$ cat config.mk
export PLATFORM = sky130hd
export DESIGN_NAME = pct_timer
export DESIGN_NICKNAME = d
export VERILOG_FILES = /design/src/verilog/pct_pkg.sv /design/src/verilog/pct_timer.sv
export VERILOG_INCLUDE_DIRS = /design/src /design/src/verilog
export SDC_FILE = /design/constraint.sdc
export NUM_CORES = 1
export LEC_CHECK = 0
export BUFFER_PORTS_ARGS = -buffer_cell sky130_fd_sc_hd__buf_4
export CELL_PAD_IN_SITES_DETAIL_PLACEMENT = 0
export CELL_PAD_IN_SITES_GLOBAL_PLACEMENT = 2
export CORE_ASPECT_RATIO = 1.1
export CORE_MARGIN = 2
export CORE_UTILIZATION = 39
export DETAILED_ROUTE_END_ITERATION = 16
export PLACE_DENSITY_LB_ADDON = 0.12
export SLEW_MARGIN = 25
export SYNTH_ARGS = -nofsm -noshare
export SYNTH_HDL_FRONTEND = slang
export SYNTH_SLANG_ARGS = --single-unit
$ cat constraint.sdc
create_clock -name clk_i -period 4.4 [get_ports clk_i]
set_input_delay 0.88 -clock clk_i [delete_from_list [all_inputs] [get_ports clk_i]]
set_output_delay 0.88 -clock clk_i [all_outputs]
set_load 0.02 [all_outputs]
$ cat src/verilog/pct_regs.svh
`ifndef PCT_REGS_SVH
`define PCT_REGS_SVH
// Register byte offsets
`define PCT_OFS_FLAGS   7'h00
`define PCT_OFS_RUN     7'h04
`define PCT_OFS_COUNT   7'h08
`define PCT_OFS_LIMIT   7'h0c
`define PCT_OFS_DIV     7'h10
`define PCT_OFS_MACT    7'h14
`define PCT_OFS_CMP0    7'h18
`define PCT_OFS_CMP1    7'h1c
`define PCT_OFS_CMP2    7'h20
`define PCT_OFS_CMP3    7'h24
`define PCT_OFS_CEDGE   7'h28
`define PCT_OFS_CAP0    7'h2c
`define PCT_OFS_CAP1    7'h34
`define PCT_OFS_EXT     7'h3c
`define PCT_OFS_CSRC    7'h70
`define PCT_OFS_PWM     7'h74
// Field positions
`define PCT_FLAG_CAP0   4
`define PCT_FLAG_CAP1   6
`define PCT_FLAG_SPARE  5
`define PCT_RUN_EN      0
`define PCT_RUN_RST     1
`define PCT_MACT_IRQ    0
`define PCT_MACT_RST    1
`define PCT_MACT_STOP   2
`define PCT_MACT_W      3
`define PCT_CEDGE_RISE  0
`define PCT_CEDGE_FALL  1
`define PCT_CEDGE_IRQ   2
`define PCT_CEDGE_W     3
`define PCT_EXT_ACT     2
`define PCT_EXT_ACT_W   2
`define PCT_CSRC_SEL    2
`define PCT_CSRC_CLREN  3
`define PCT_CSRC_CLRFAL 4
`define PCT_CSRC_CLRCH  5
// Reset values
`define PCT_RST_ZERO    '0
`define PCT_RST_BUSY    1'b1
`endif

$ cat src/verilog/pct_pkg.sv
package pct_pkg;
	// Count source: timer or counting edges of a capture input
	typedef enum logic [1:0] {
		PCT_TIMER = 2'b00,
		PCT_RISE  = 2'b01,
		PCT_FALL  = 2'b10,
		PCT_BOTH  = 2'b11
	} pct_mode_t;
	// Action of a match on its external output
	typedef enum logic [1:0] {
		PCT_EM_NONE   = 2'b00,
		PCT_EM_LOW    = 2'b01,
		PCT_EM_HIGH   = 2'b10,
		PCT_EM_TOGGLE = 2'b11
	} pct_em_t;
	// Whole block state
	typedef struct packed {
		logic [6:0]        iflags;
		logic [1:0]        runc;
		logic [15:0]       tcount;
		logic [15:0]       dlimit;
		logic [15:0]       dcount;
		logic [11:0]       mact;
		logic [3:0][15:0]  cmp;
		logic [5:0]        cedge;
		logic [1:0][15:0]  capv;
		logic [5:0]        ext;
		logic [5:0]        csrc;
		logic [1:0]        pwm;
		logic [1:0]        cap_prev;
		logic [3:0]        eq_prev;
		logic [1:0]        mout;
		logic              busy;
		logic [31:0]       rdata;
	} pct_state_t;
endpackage

$ cat src/verilog/pct_timer.sv
// What this block does
// - The 16-bit count advances once each time the tick divider completes, every limit+1 steps of the count source.
// - When the divider count equals its limit, the next count step bumps the count and zeroes the divider.
// - Software can read and overwrite the divider count over the bus.
// - Pending match and capture events show in a flag register, cleared by writing ones.
// - A run-control register stops the count or holds it at its reset value.
// - Each of four compare values can, on equality, reset the count, stop counting and flag.
// - Capture register 0 or 1 loads the count on a chosen event of capture input 0 or 1.
// - Per capture input software picks the loading edges and whether a capture flags.
// - A chosen capture event can clear both count and divider for pulse-width measurement.
// - On a match the external output goes low, high, toggles or stays as configured.
// - Timer mode counts clock cycles; counter mode counts chosen edges of a chosen input.
// - A capture input can replace the clock-derived tick as the count source.
// - A per-pin enable turns the external output into a single-edge PWM waveform.
// - Every control, count, compare and first capture register reads zero after reset.
// - Four match flags and two capture flags are high while pending and low otherwise.
//
// Decided for this implementation: the Avalon-MM slave port.
`timescale 1ns/10ps
`default_nettype none
`include "pct_regs.svh"

module pct_timer (
	// Clock and reset
	input  wire logic        clk_i,
	input  wire logic        rstn_i,
	// Avalon-MM slave
	input  wire logic [6:0]  avs_address_i,
	input  wire logic        avs_read_i,
	input  wire logic        avs_write_i,
	input  wire logic [31:0] avs_writedata_i,
	input  wire logic [3:0]  avs_byteenable_i,
	output logic      [31:0] avs_readdata_o,
	output logic             avs_waitrequest_o,
	// Pins
	input  wire logic [1:0]  capture_inputs_i,
	output logic      [1:0]  match_outputs_o
);

	////////////////////////////////////////////////////////////////////////////////
	// Helpers

	// Merge write data into an old word under byte enables
	function automatic logic [31:0] pct_merge(
		input logic [31:0] old,
		input logic [31:0] wd,
		input logic [3:0]  be
	);
		logic [31:0] r;
		r = old;
		for (int b = 0; b < 4; b++) begin
			if (be[b]) begin
				r[b*8 +: 8] = wd[b*8 +: 8];
			end
		end
		return r;
	endfunction

	// Edge of a sampled input, rising and/or falling as enabled
	function automatic logic pct_edge(
		input logic prev,
		input logic cur,
		input logic rise,
		input logic fall
	);
		return (rise && !prev && cur) || (fall && prev && !cur);
	endfunction

	////////////////////////////////////////////////////////////////////////////////
	// State

	pct_pkg::pct_state_t st;
	pct_pkg::pct_state_t nx;

	logic              req;
	logic              take_wr;
	logic [31:0]       rmux;
	logic [31:0]       wdm;
	logic [31:0]       wdz;
	logic              step;
	logic              wrap;
	logic              rst_hit;
	logic              stop_hit;
	logic              cnt_edge;
	logic              clr_cap;
	logic              src;
	logic              clr_ch;
	logic [3:0]        eq;
	logic [3:0]        mev;
	logic [1:0]        cev;
	logic [6:0]        setv;
	logic [6:0]        clrv;
	pct_pkg::pct_mode_t mode;
	pct_pkg::pct_em_t   act;

	////////////////////////////////////////////////////////////////////////////////
	// Read mux, unmapped words read as zero
	always_comb begin
		rmux = '0;
		case (avs_address_i)
			`PCT_OFS_FLAGS: rmux[6:0]  = st.iflags;
			`PCT_OFS_RUN:   rmux[1:0]  = st.runc;
			`PCT_OFS_COUNT: rmux[15:0] = st.tcount;
			`PCT_OFS_LIMIT: rmux[15:0] = st.dlimit;
			`PCT_OFS_DIV:   rmux[15:0] = st.dcount;
			`PCT_OFS_MACT:  rmux[11:0] = st.mact;
			`PCT_OFS_CMP0:  rmux[15:0] = st.cmp[0];
			`PCT_OFS_CMP1:  rmux[15:0] = st.cmp[1];
			`PCT_OFS_CMP2:  rmux[15:0] = st.cmp[2];
			`PCT_OFS_CMP3:  rmux[15:0] = st.cmp[3];
			`PCT_OFS_CEDGE: rmux[5:0]  = st.cedge;
			`PCT_OFS_CAP0:  rmux[15:0] = st.capv[0];
			`PCT_OFS_CAP1:  rmux[15:0] = st.capv[1];
			`PCT_OFS_EXT:   rmux[5:0]  = st.ext;
			`PCT_OFS_CSRC:  rmux[5:0]  = st.csrc;
			`PCT_OFS_PWM:   rmux[1:0]  = st.pwm;
			default:        rmux = '0;
		endcase
	end

	////////////////////////////////////////////////////////////////////////////////
	// Next-state logic
	always_comb begin
		nx = st;
		setv = '0;
		clrv = '0;
		act = pct_pkg::PCT_EM_NONE;

		// Bus handshake: one wait cycle, then the request is taken
		req = avs_read_i || avs_write_i;
		take_wr = avs_write_i && !st.busy;
		nx.busy = !(req && st.busy);
		// Only a read moves readdata, so a write leaves the last read word standing
		if (avs_read_i && st.busy) begin
			nx.rdata = rmux; // Sampled a cycle early so readdata comes from a flop
		end
		wdm = pct_merge(rmux, avs_writedata_i, avs_byteenable_i);
		wdz = pct_merge(32'h0, avs_writedata_i, avs_byteenable_i); // Unwritten lanes clear nothing

		// Count source: clock tick or edges of a capture input
		mode = pct_pkg::pct_mode_t'(st.csrc[1:0]);
		src = st.csrc[`PCT_CSRC_SEL];
		cnt_edge = pct_edge(st.cap_prev[src], capture_inputs_i[src], mode[0], mode[1]);
		step = st.runc[`PCT_RUN_EN]
			&& (mode == pct_pkg::PCT_TIMER || cnt_edge);

		// Compare equality and first-cycle match events
		for (int i = 0; i < 4; i++) begin
			eq[i] = st.tcount == st.cmp[i];
		end
		mev = eq & ~st.eq_prev;
		nx.eq_prev = eq;
		rst_hit = 1'b0;
		stop_hit = 1'b0;
		for (int i = 0; i < 4; i++) begin
			if (eq[i] && st.mact[i*`PCT_MACT_W + `PCT_MACT_RST]) begin
				rst_hit = 1'b1;
			end
			if (mev[i] && st.mact[i*`PCT_MACT_W + `PCT_MACT_STOP]) begin
				stop_hit = 1'b1;
			end
		end

		// Divider and count; a full 16-bit count simply wraps
		wrap = st.dcount == st.dlimit;
		if (step && !stop_hit) begin // Stop freezes both on the match value
			if (wrap) begin
				nx.dcount = '0;
				nx.tcount = rst_hit ? 16'h0000 : 16'(st.tcount + 16'h0001);
			end else begin
				nx.dcount = 16'(st.dcount + 16'h0001);
			end
		end

		// Match actions: flag and stop
		for (int i = 0; i < 4; i++) begin
			if (mev[i] && st.mact[i*`PCT_MACT_W + `PCT_MACT_IRQ]) begin
				setv[i] = 1'b1;
			end
			if (mev[i] && st.mact[i*`PCT_MACT_W + `PCT_MACT_STOP]) begin
				nx.runc[`PCT_RUN_EN] = 1'b0;
			end
		end

		// External match state on the two pinned channels
		for (int i = 0; i < 2; i++) begin
			act = pct_pkg::pct_em_t'(st.ext[`PCT_EXT_ACT + i*`PCT_EXT_ACT_W +: `PCT_EXT_ACT_W]);
			if (mev[i]) begin
				case (act)
					pct_pkg::PCT_EM_LOW:    nx.ext[i] = 1'b0;
					pct_pkg::PCT_EM_HIGH:   nx.ext[i] = 1'b1;
					pct_pkg::PCT_EM_TOGGLE: nx.ext[i] = !st.ext[i];
					default:                nx.ext[i] = st.ext[i];
				endcase
			end
		end

		// Captures load the current count
		for (int c = 0; c < 2; c++) begin
			cev[c] = pct_edge(st.cap_prev[c], capture_inputs_i[c],
				st.cedge[c*`PCT_CEDGE_W + `PCT_CEDGE_RISE],
				st.cedge[c*`PCT_CEDGE_W + `PCT_CEDGE_FALL]);
			if (cev[c]) begin
				nx.capv[c] = st.tcount;
			end
		end
		if (cev[0] && st.cedge[`PCT_CEDGE_IRQ]) begin
			setv[`PCT_FLAG_CAP0] = 1'b1;
		end
		if (cev[1] && st.cedge[`PCT_CEDGE_W + `PCT_CEDGE_IRQ]) begin
			setv[`PCT_FLAG_CAP1] = 1'b1;
		end
		nx.cap_prev = capture_inputs_i;

		// Clear on a chosen capture edge, for pulse-width measurement
		clr_ch = st.csrc[`PCT_CSRC_CLRCH];
		clr_cap = st.csrc[`PCT_CSRC_CLREN] && pct_edge(st.cap_prev[clr_ch],
			capture_inputs_i[clr_ch], !st.csrc[`PCT_CSRC_CLRFAL], st.csrc[`PCT_CSRC_CLRFAL]);
		if (clr_cap) begin
			nx.tcount = '0;
			nx.dcount = '0;
		end

		// Register writes, taken at the edge where waitrequest is low
		if (take_wr) begin
			case (avs_address_i)
				`PCT_OFS_FLAGS: clrv = wdz[6:0];
				`PCT_OFS_RUN:   nx.runc = wdm[1:0];
				`PCT_OFS_COUNT: nx.tcount = wdm[15:0];
				`PCT_OFS_LIMIT: nx.dlimit = wdm[15:0];
				`PCT_OFS_DIV:   nx.dcount = wdm[15:0];
				`PCT_OFS_MACT:  nx.mact = wdm[11:0];
				`PCT_OFS_CMP0:  nx.cmp[0] = wdm[15:0];
				`PCT_OFS_CMP1:  nx.cmp[1] = wdm[15:0];
				`PCT_OFS_CMP2:  nx.cmp[2] = wdm[15:0];
				`PCT_OFS_CMP3:  nx.cmp[3] = wdm[15:0];
				`PCT_OFS_CEDGE: nx.cedge = wdm[5:0];
				`PCT_OFS_EXT:   nx.ext = wdm[5:0];
				`PCT_OFS_CSRC:  nx.csrc = wdm[5:0];
				`PCT_OFS_PWM:   nx.pwm = wdm[1:0];
				default:        nx.pwm = st.pwm; // Unmapped or read-only: ignored
			endcase
		end
		// Only writing a one clears; flags without a bit here stay zero
		clrv[`PCT_FLAG_SPARE] = 1'b1;
		setv[`PCT_FLAG_SPARE] = 1'b0;

		// Flags: a new event beats a clear in the same cycle
		nx.iflags = (st.iflags & ~clrv) | setv;

		// Counter reset holds count and divider at zero while set
		if (nx.runc[`PCT_RUN_RST]) begin
			nx.tcount = '0;
			nx.dcount = '0;
		end

		// Pin drive: PWM is low below the compare value, high from it on
		for (int i = 0; i < 2; i++) begin
			nx.mout[i] = st.pwm[i] ? (nx.tcount >= st.cmp[i]) : nx.ext[i];
		end
	end

	////////////////////////////////////////////////////////////////////////////////
	// State register; all software-visible fields clear on reset
	always_ff @(posedge clk_i or negedge rstn_i) begin
		if (!rstn_i) begin
			st      <= `PCT_RST_ZERO;
			st.busy <= `PCT_RST_BUSY;
		end else begin
			st <= nx;
		end
	end

	////////////////////////////////////////////////////////////////////////////////
	// Outputs straight from flops
	assign avs_readdata_o    = st.rdata;
	assign avs_waitrequest_o = st.busy;
	assign match_outputs_o   = st.mout;

endmodule // pct_timer
`default_nettype wire
**Word-level counts from Yosys, hierarchy flattened**

Cells that the tools add are included.
Widths: inputs -> output; s select.

- Reduce and logical (&&, ||, !) cells: 68
- Multiply operators: 0
- $lt $le $gt $ge: 4
- Bitwise operators: 5
- Multiplexer cells: 66
- Add/sub/neg operators: 2
- Equality and inequality tests: 26
- Shifts and indexed selects: 0
- Divide/modulo/power cells: 0

Operators with widths:

| cell | count |
|---|---|
| $mux 16 | 16 |
| $mux 132 | 1 |
| $eq 16x16->1 | 5 |
| $pmux 4 s14 | 1 |
| $pmux 5 s10 | 1 |
| $eq 7x6->1 const B | 6 |
| $logic_and 1x1->1 | 36 |
| $pmux 4 s9 | 1 |
| $add 16x1->16 const B | 2 |
| $ge 16x16->1 | 2 |
| $pmux 2 s16 | 1 |
| $mux 1 | 30 |
| $eq 7x5->1 const B | 4 |
| $mux 7 | 3 |
| $reduce_and 2->1 | 10 |
| $mux 8 | 2 |
| $eq 7x4->1 const B | 2 |
| $eq 7x7->1 const B | 2 |
| $logic_not 1->1 | 14 |
| $mux 12 | 1 |
| $mux 6 | 2 |
| $pmux 1 s11 | 1 |
| $mux 10 | 1 |
| $eq 2x2->1 const B | 4 |
| other kinds (13) | 23 |

- Word-level logic and storage cells: 193
- Register bits: 210
- ROM bits: 0
- Memories kept: 0
- Latch bits: 0
- Memory bits (writable): 0
- Input bits: 49

**Logic depth before layout (Yosys ltp)**

- Depth after elaboration: 16
- Mapped depth: 20
- Depth with buffers taken out: 17

**Least setup slack after synthesis**

Ideal clock, no wire load.

- Path kind: input port to flip-flop
- Start: input port avs_address_i[0]
- End: register st (netlist bit match_outputs_o[0])
- Setup slack: 25 ps
- Buffers on the path: 3
- Arrival: 4256 ps
- Required time: 4281 ps
- Cell stages on the path: 19
- Path through: buf_2 -> or4_1 -> buf_2 -> o32ai_2 -> o41ai_4 -> o21ai_2 -> or2_1 -> buf_4 -> o32ai_2 -> a31oi_1 -> ha_1 -> nand2b_1 -> a21o_1 -> a21o_1 -> a211oi_1 -> o21ai_0 -> a211oi_1 -> o21ai_0 -> o21a_1

RTL lines:

| what | line | source |
|---|---|---|
| start: declaration | pct_timer.sv:28 | `input wire logic [6:0] avs_address_i,` |
| end signal: assignment | pct_timer.sv:267 | `` st <= `PCT_RST_ZERO; `` |
| end signal: assignment | pct_timer.sv:270 | `st <= nx;` |
| end: declaration | pct_timer.sv:72 | `pct_pkg::pct_state_t st;` |

==> results.json <==
{
  "status": "finished clean",
  "root_buffer": "clkbuf_16",
  "syn_area_mm2": 0.0123,
  "clock_latency_ns": 0.53,
  "leakagePower_nw": 6.82,
  "syn_to_final_growth_pct": 25.4,
  "synth_cell_types": 76,
  "die_area_mm2": 0.0329,
  "yosys_register_bits": 209,
  "grt_usage_pct": 29.2,
  "layout-drive-gt1-share_pct": 30.3,
  "slew_viol_final": 0,
  "ys.warnings.count": 0,
  "p_per_area_mw_per_mm2": 350,
  "timing.fmax_mhz": 235,
  "gp_congestion": 0.900,
  "synth_top_area_share_pct": 42.4,
  "worstPathRequired_ns": 4.82,
  "drtIter0Drc": 751,
  "yosysMostFrequentCell": "dfrtp_1",
  "yosys.area.top_type": "dfrtp_1",
  "synth_edf_count": 0,
  "async_flop_share_pct": 100,
  "placed_cell_area_mm2": 0.0144,
  "worstSetupPathType": "in2reg",
  "seq_area_frac_synth_pct": 42.6,
  "cp-start-kind": "input pin",
  "antenna_found_initial": 0,
  "finalClockSkew_ns": 0.00734,
  "start_util_pct": 39.3,
  "wl_met3_mm": 2.38,
  "finalSetupViolations": 0,
  "tightest_slew_ns": 0.836,
  "numCtsBuffers": 25,
  "arrival_ns": 4.67,
  "synth_common_cells": "dfrtp_1 (208), nand2_1 (157), o21ai_0 (134)",
  "port_buffers": 49,
  "fin_crit_ns": 4.25,
  "die_w_um": 173,
  "relSlewSlack_pct": 44.1,
  "grt_overflow": 0,
  "clkTransAtPathRegs_ns": 0.06,
  "highest_layer": "met4",
  "endpoint_kind": "flip-flop",
  "grt_pass1_wl_mm": 70.4,
  "drc": 0,
  "fin_nets": 1556,
  "ys_top_cells_by_area": "dfrtp_1 (42%), xnor2_1 (6.1%), o21ai_0 (5.5%)",
  "hold_viol": 0,
  "cts_tree": "yes",
  "netlist_instances": 1265,
  "grt_max_degree": 101,
  "final_area_mm2": 0.0154,
  "syn_area_per_cell_um2": 9.70,
  "num_vias": 10604,
  "pin_count": 84,
  "core_mm2": 0.0312,
  "clock_path_buffers": 3,
  "crit_fanout": 8,
  "finalWirelength_mm": 47.9,
  "fin_util_pct": 49.3,
  "layout_worst_path_cycle_share_pct": 96.6,
  "ir_worst_vdd_uv": 260,
  "path_cells": "buf_4, buf_4, nor2b_2, o2bb2ai_1, a22o_1, o41ai_4, o21ai_2, or2_1, o32ai_2, a31oi_2, ha_1, nand2b_1, a21o_1, a21o_1, a211oi_2, o21ai_1, a211oi_2, o21ai_1, buf_4, o21a_1",
  "crit_slowest_cell": "o41ai_4",
  "hold_class": "in2async",
  "wl_met1_mm": 20.6,
  "cap_violations": 0,
  "htreeDepth": 1,
  "critPathMostFrequentCell": "buf_4",
  "synthFlopType": "dfrtp_1",
  "final_antenna_net_count": 0,
  "holdWs_ns": 0.397,
  "viasPerCell": 5.55,
  "hpwl_mm": 37.0,
  "die_h_um": 190,
  "cts_hold_repair.buffers": 0,
  "r2r_setup_slack_ns": 0.17,
  "grt_pass1_vias": 10465,
  "drt-pass1-iter-count": 7,
  "cts.sinks": 209,
  "max_stage_delay_ns": 0.43,
  "fp-row-count": 68,
  "wire_per_inst_um": 25.1,
  "routed-wl-met2_mm": 23.1
}
kinds of logic (layout without fill, tap and decap cells):
group	Yosys count	after routing	share of synthesized area, %
other cells	1	17	0.0306
compound gates	322	322	17.6
xor+xnor	96	96	6.85
buf+inv	166	375	7.05
flops	209	209	42.6
simple gates	360	360	15.5
fa+ha+maj	34	34	3.47
mux	77	77	6.88
timing repair:
item	CTS	global route
pin swaps	0	9
endpoints found under the setup margin	1	2
hold endpoints to repair	0	0
resized for setup	6	27
setup buffers	0	2
gates cloned	0	0
worst max-delay path, delay by kind of cell:
| kind | cells | cell delay (ns) |
|---|---|---|
| buf+inv | 3 | 0.44 |
| fa+ha+maj | 1 | 0.29 |
| simple gates | 3 | 0.58 |
| compound gates | 13 | 2.48 |
layout make-up:
type                            instances  area (um^2)
Fill cell                            2974        15800
Multi-Input combinational cell        905         6390
Clock buffer                           30          684
Antenna cell                            1         2.50
Sequential cell                       209         5240
Clock inverter                         13          145
Timing Repair Buffer                  286         2230
Tap cell                              420          526
Inverter                               46          173
stage by stage:
| step | std cells | setup WS (ns) | TNS (ns) | power, W |
|---|---|---|---|---|
| after floorplan | 1280 | 0.0252 | 0 | 0.00272 |
| after global placement | 1863 | -0.641 | -1.13 | 0.00323 |
| after detailed placement | 1863 | -0.623 | -1.13 | 0.00324 |
| after CTS | 1906 | 0.0132 | 0 | 0.00538 |
| after global routing | 1909 | -0.0337 | -0.0531 | 0.00558 |
| final | 1910 | 0.148 | 0 | 0.00539 |
worst paths after layout:
| path | end | depth (start not counted) | start |
|---|---|---|---|
| worst max-delay path | match_outputs_o[0]$_DFF_PN0_ | 20 | avs_address_i[4] |
| worst min register to register | avs_waitrequest_o$_DFF_PN1_ | 1 | avs_waitrequest_o$_DFF_PN1_ |
| worst max register to register | match_outputs_o[0]$_DFF_PN0_ | 18 | st[205]$_DFF_PN0_ |
| worst min-delay path | match_outputs_o[1]$_DFF_PN0_ | 1 | rstn_i |
| min in group clk_i | st[39]$_DFF_PN0_ | 1 | capture_inputs_i[0] |
| max in group asynchronous | st[149]$_DFFE_PN0P_ | 2 | rstn_i |
registers in the layout, summed over array words and instances (netlist names):
register           flops
act                    2
avs_readdata_o        16
avs_waitrequest_o      1
clr_ch                 1
match_outputs_o        2
mode                   2
src                    1
st                   184
cells in the final DEF (no fill, tap or decap), types with 8 or more instances in the layout:
cell,n
a21oi_1,21
a22o_1,14
a22oi_1,47
and3_1,17
buf_4,278
clkbuf_16,25
clkinv_2,8
conb_1,16
dfrtp_1,204
ha_1,34
inv_1,45
mux2_2,49
mux2i_1,26
nand2_1,154
nand2b_1,9
nand3_1,18
nand4_1,34
nor2_1,29
nor2b_1,19
nor3_1,8
o21ai_0,131
o21ai_1,11
o22ai_1,13
o22ai_2,11
xnor2_1,78
xor2_1,11
routing by layer:
layer | vias to the layer above | track usage, %
li1 | 4905 | -
met1 | 5252 | 38.6
met2 | 354 | 49.6
met3 | 93 | 2.74
met4 | 0 | 11.2
met5 | - | 0
power by group:
| part | internal (W) | switching, W |
|---|---|---|
| combinational | 0.000474 | 0.000617 |
| clock | 0.00127 | 0.000864 |
| sequential | 0.00203 | 0.000121 |
| total | 0.00378 | 0.00160 |
Power figures use the tool's default switching activity.
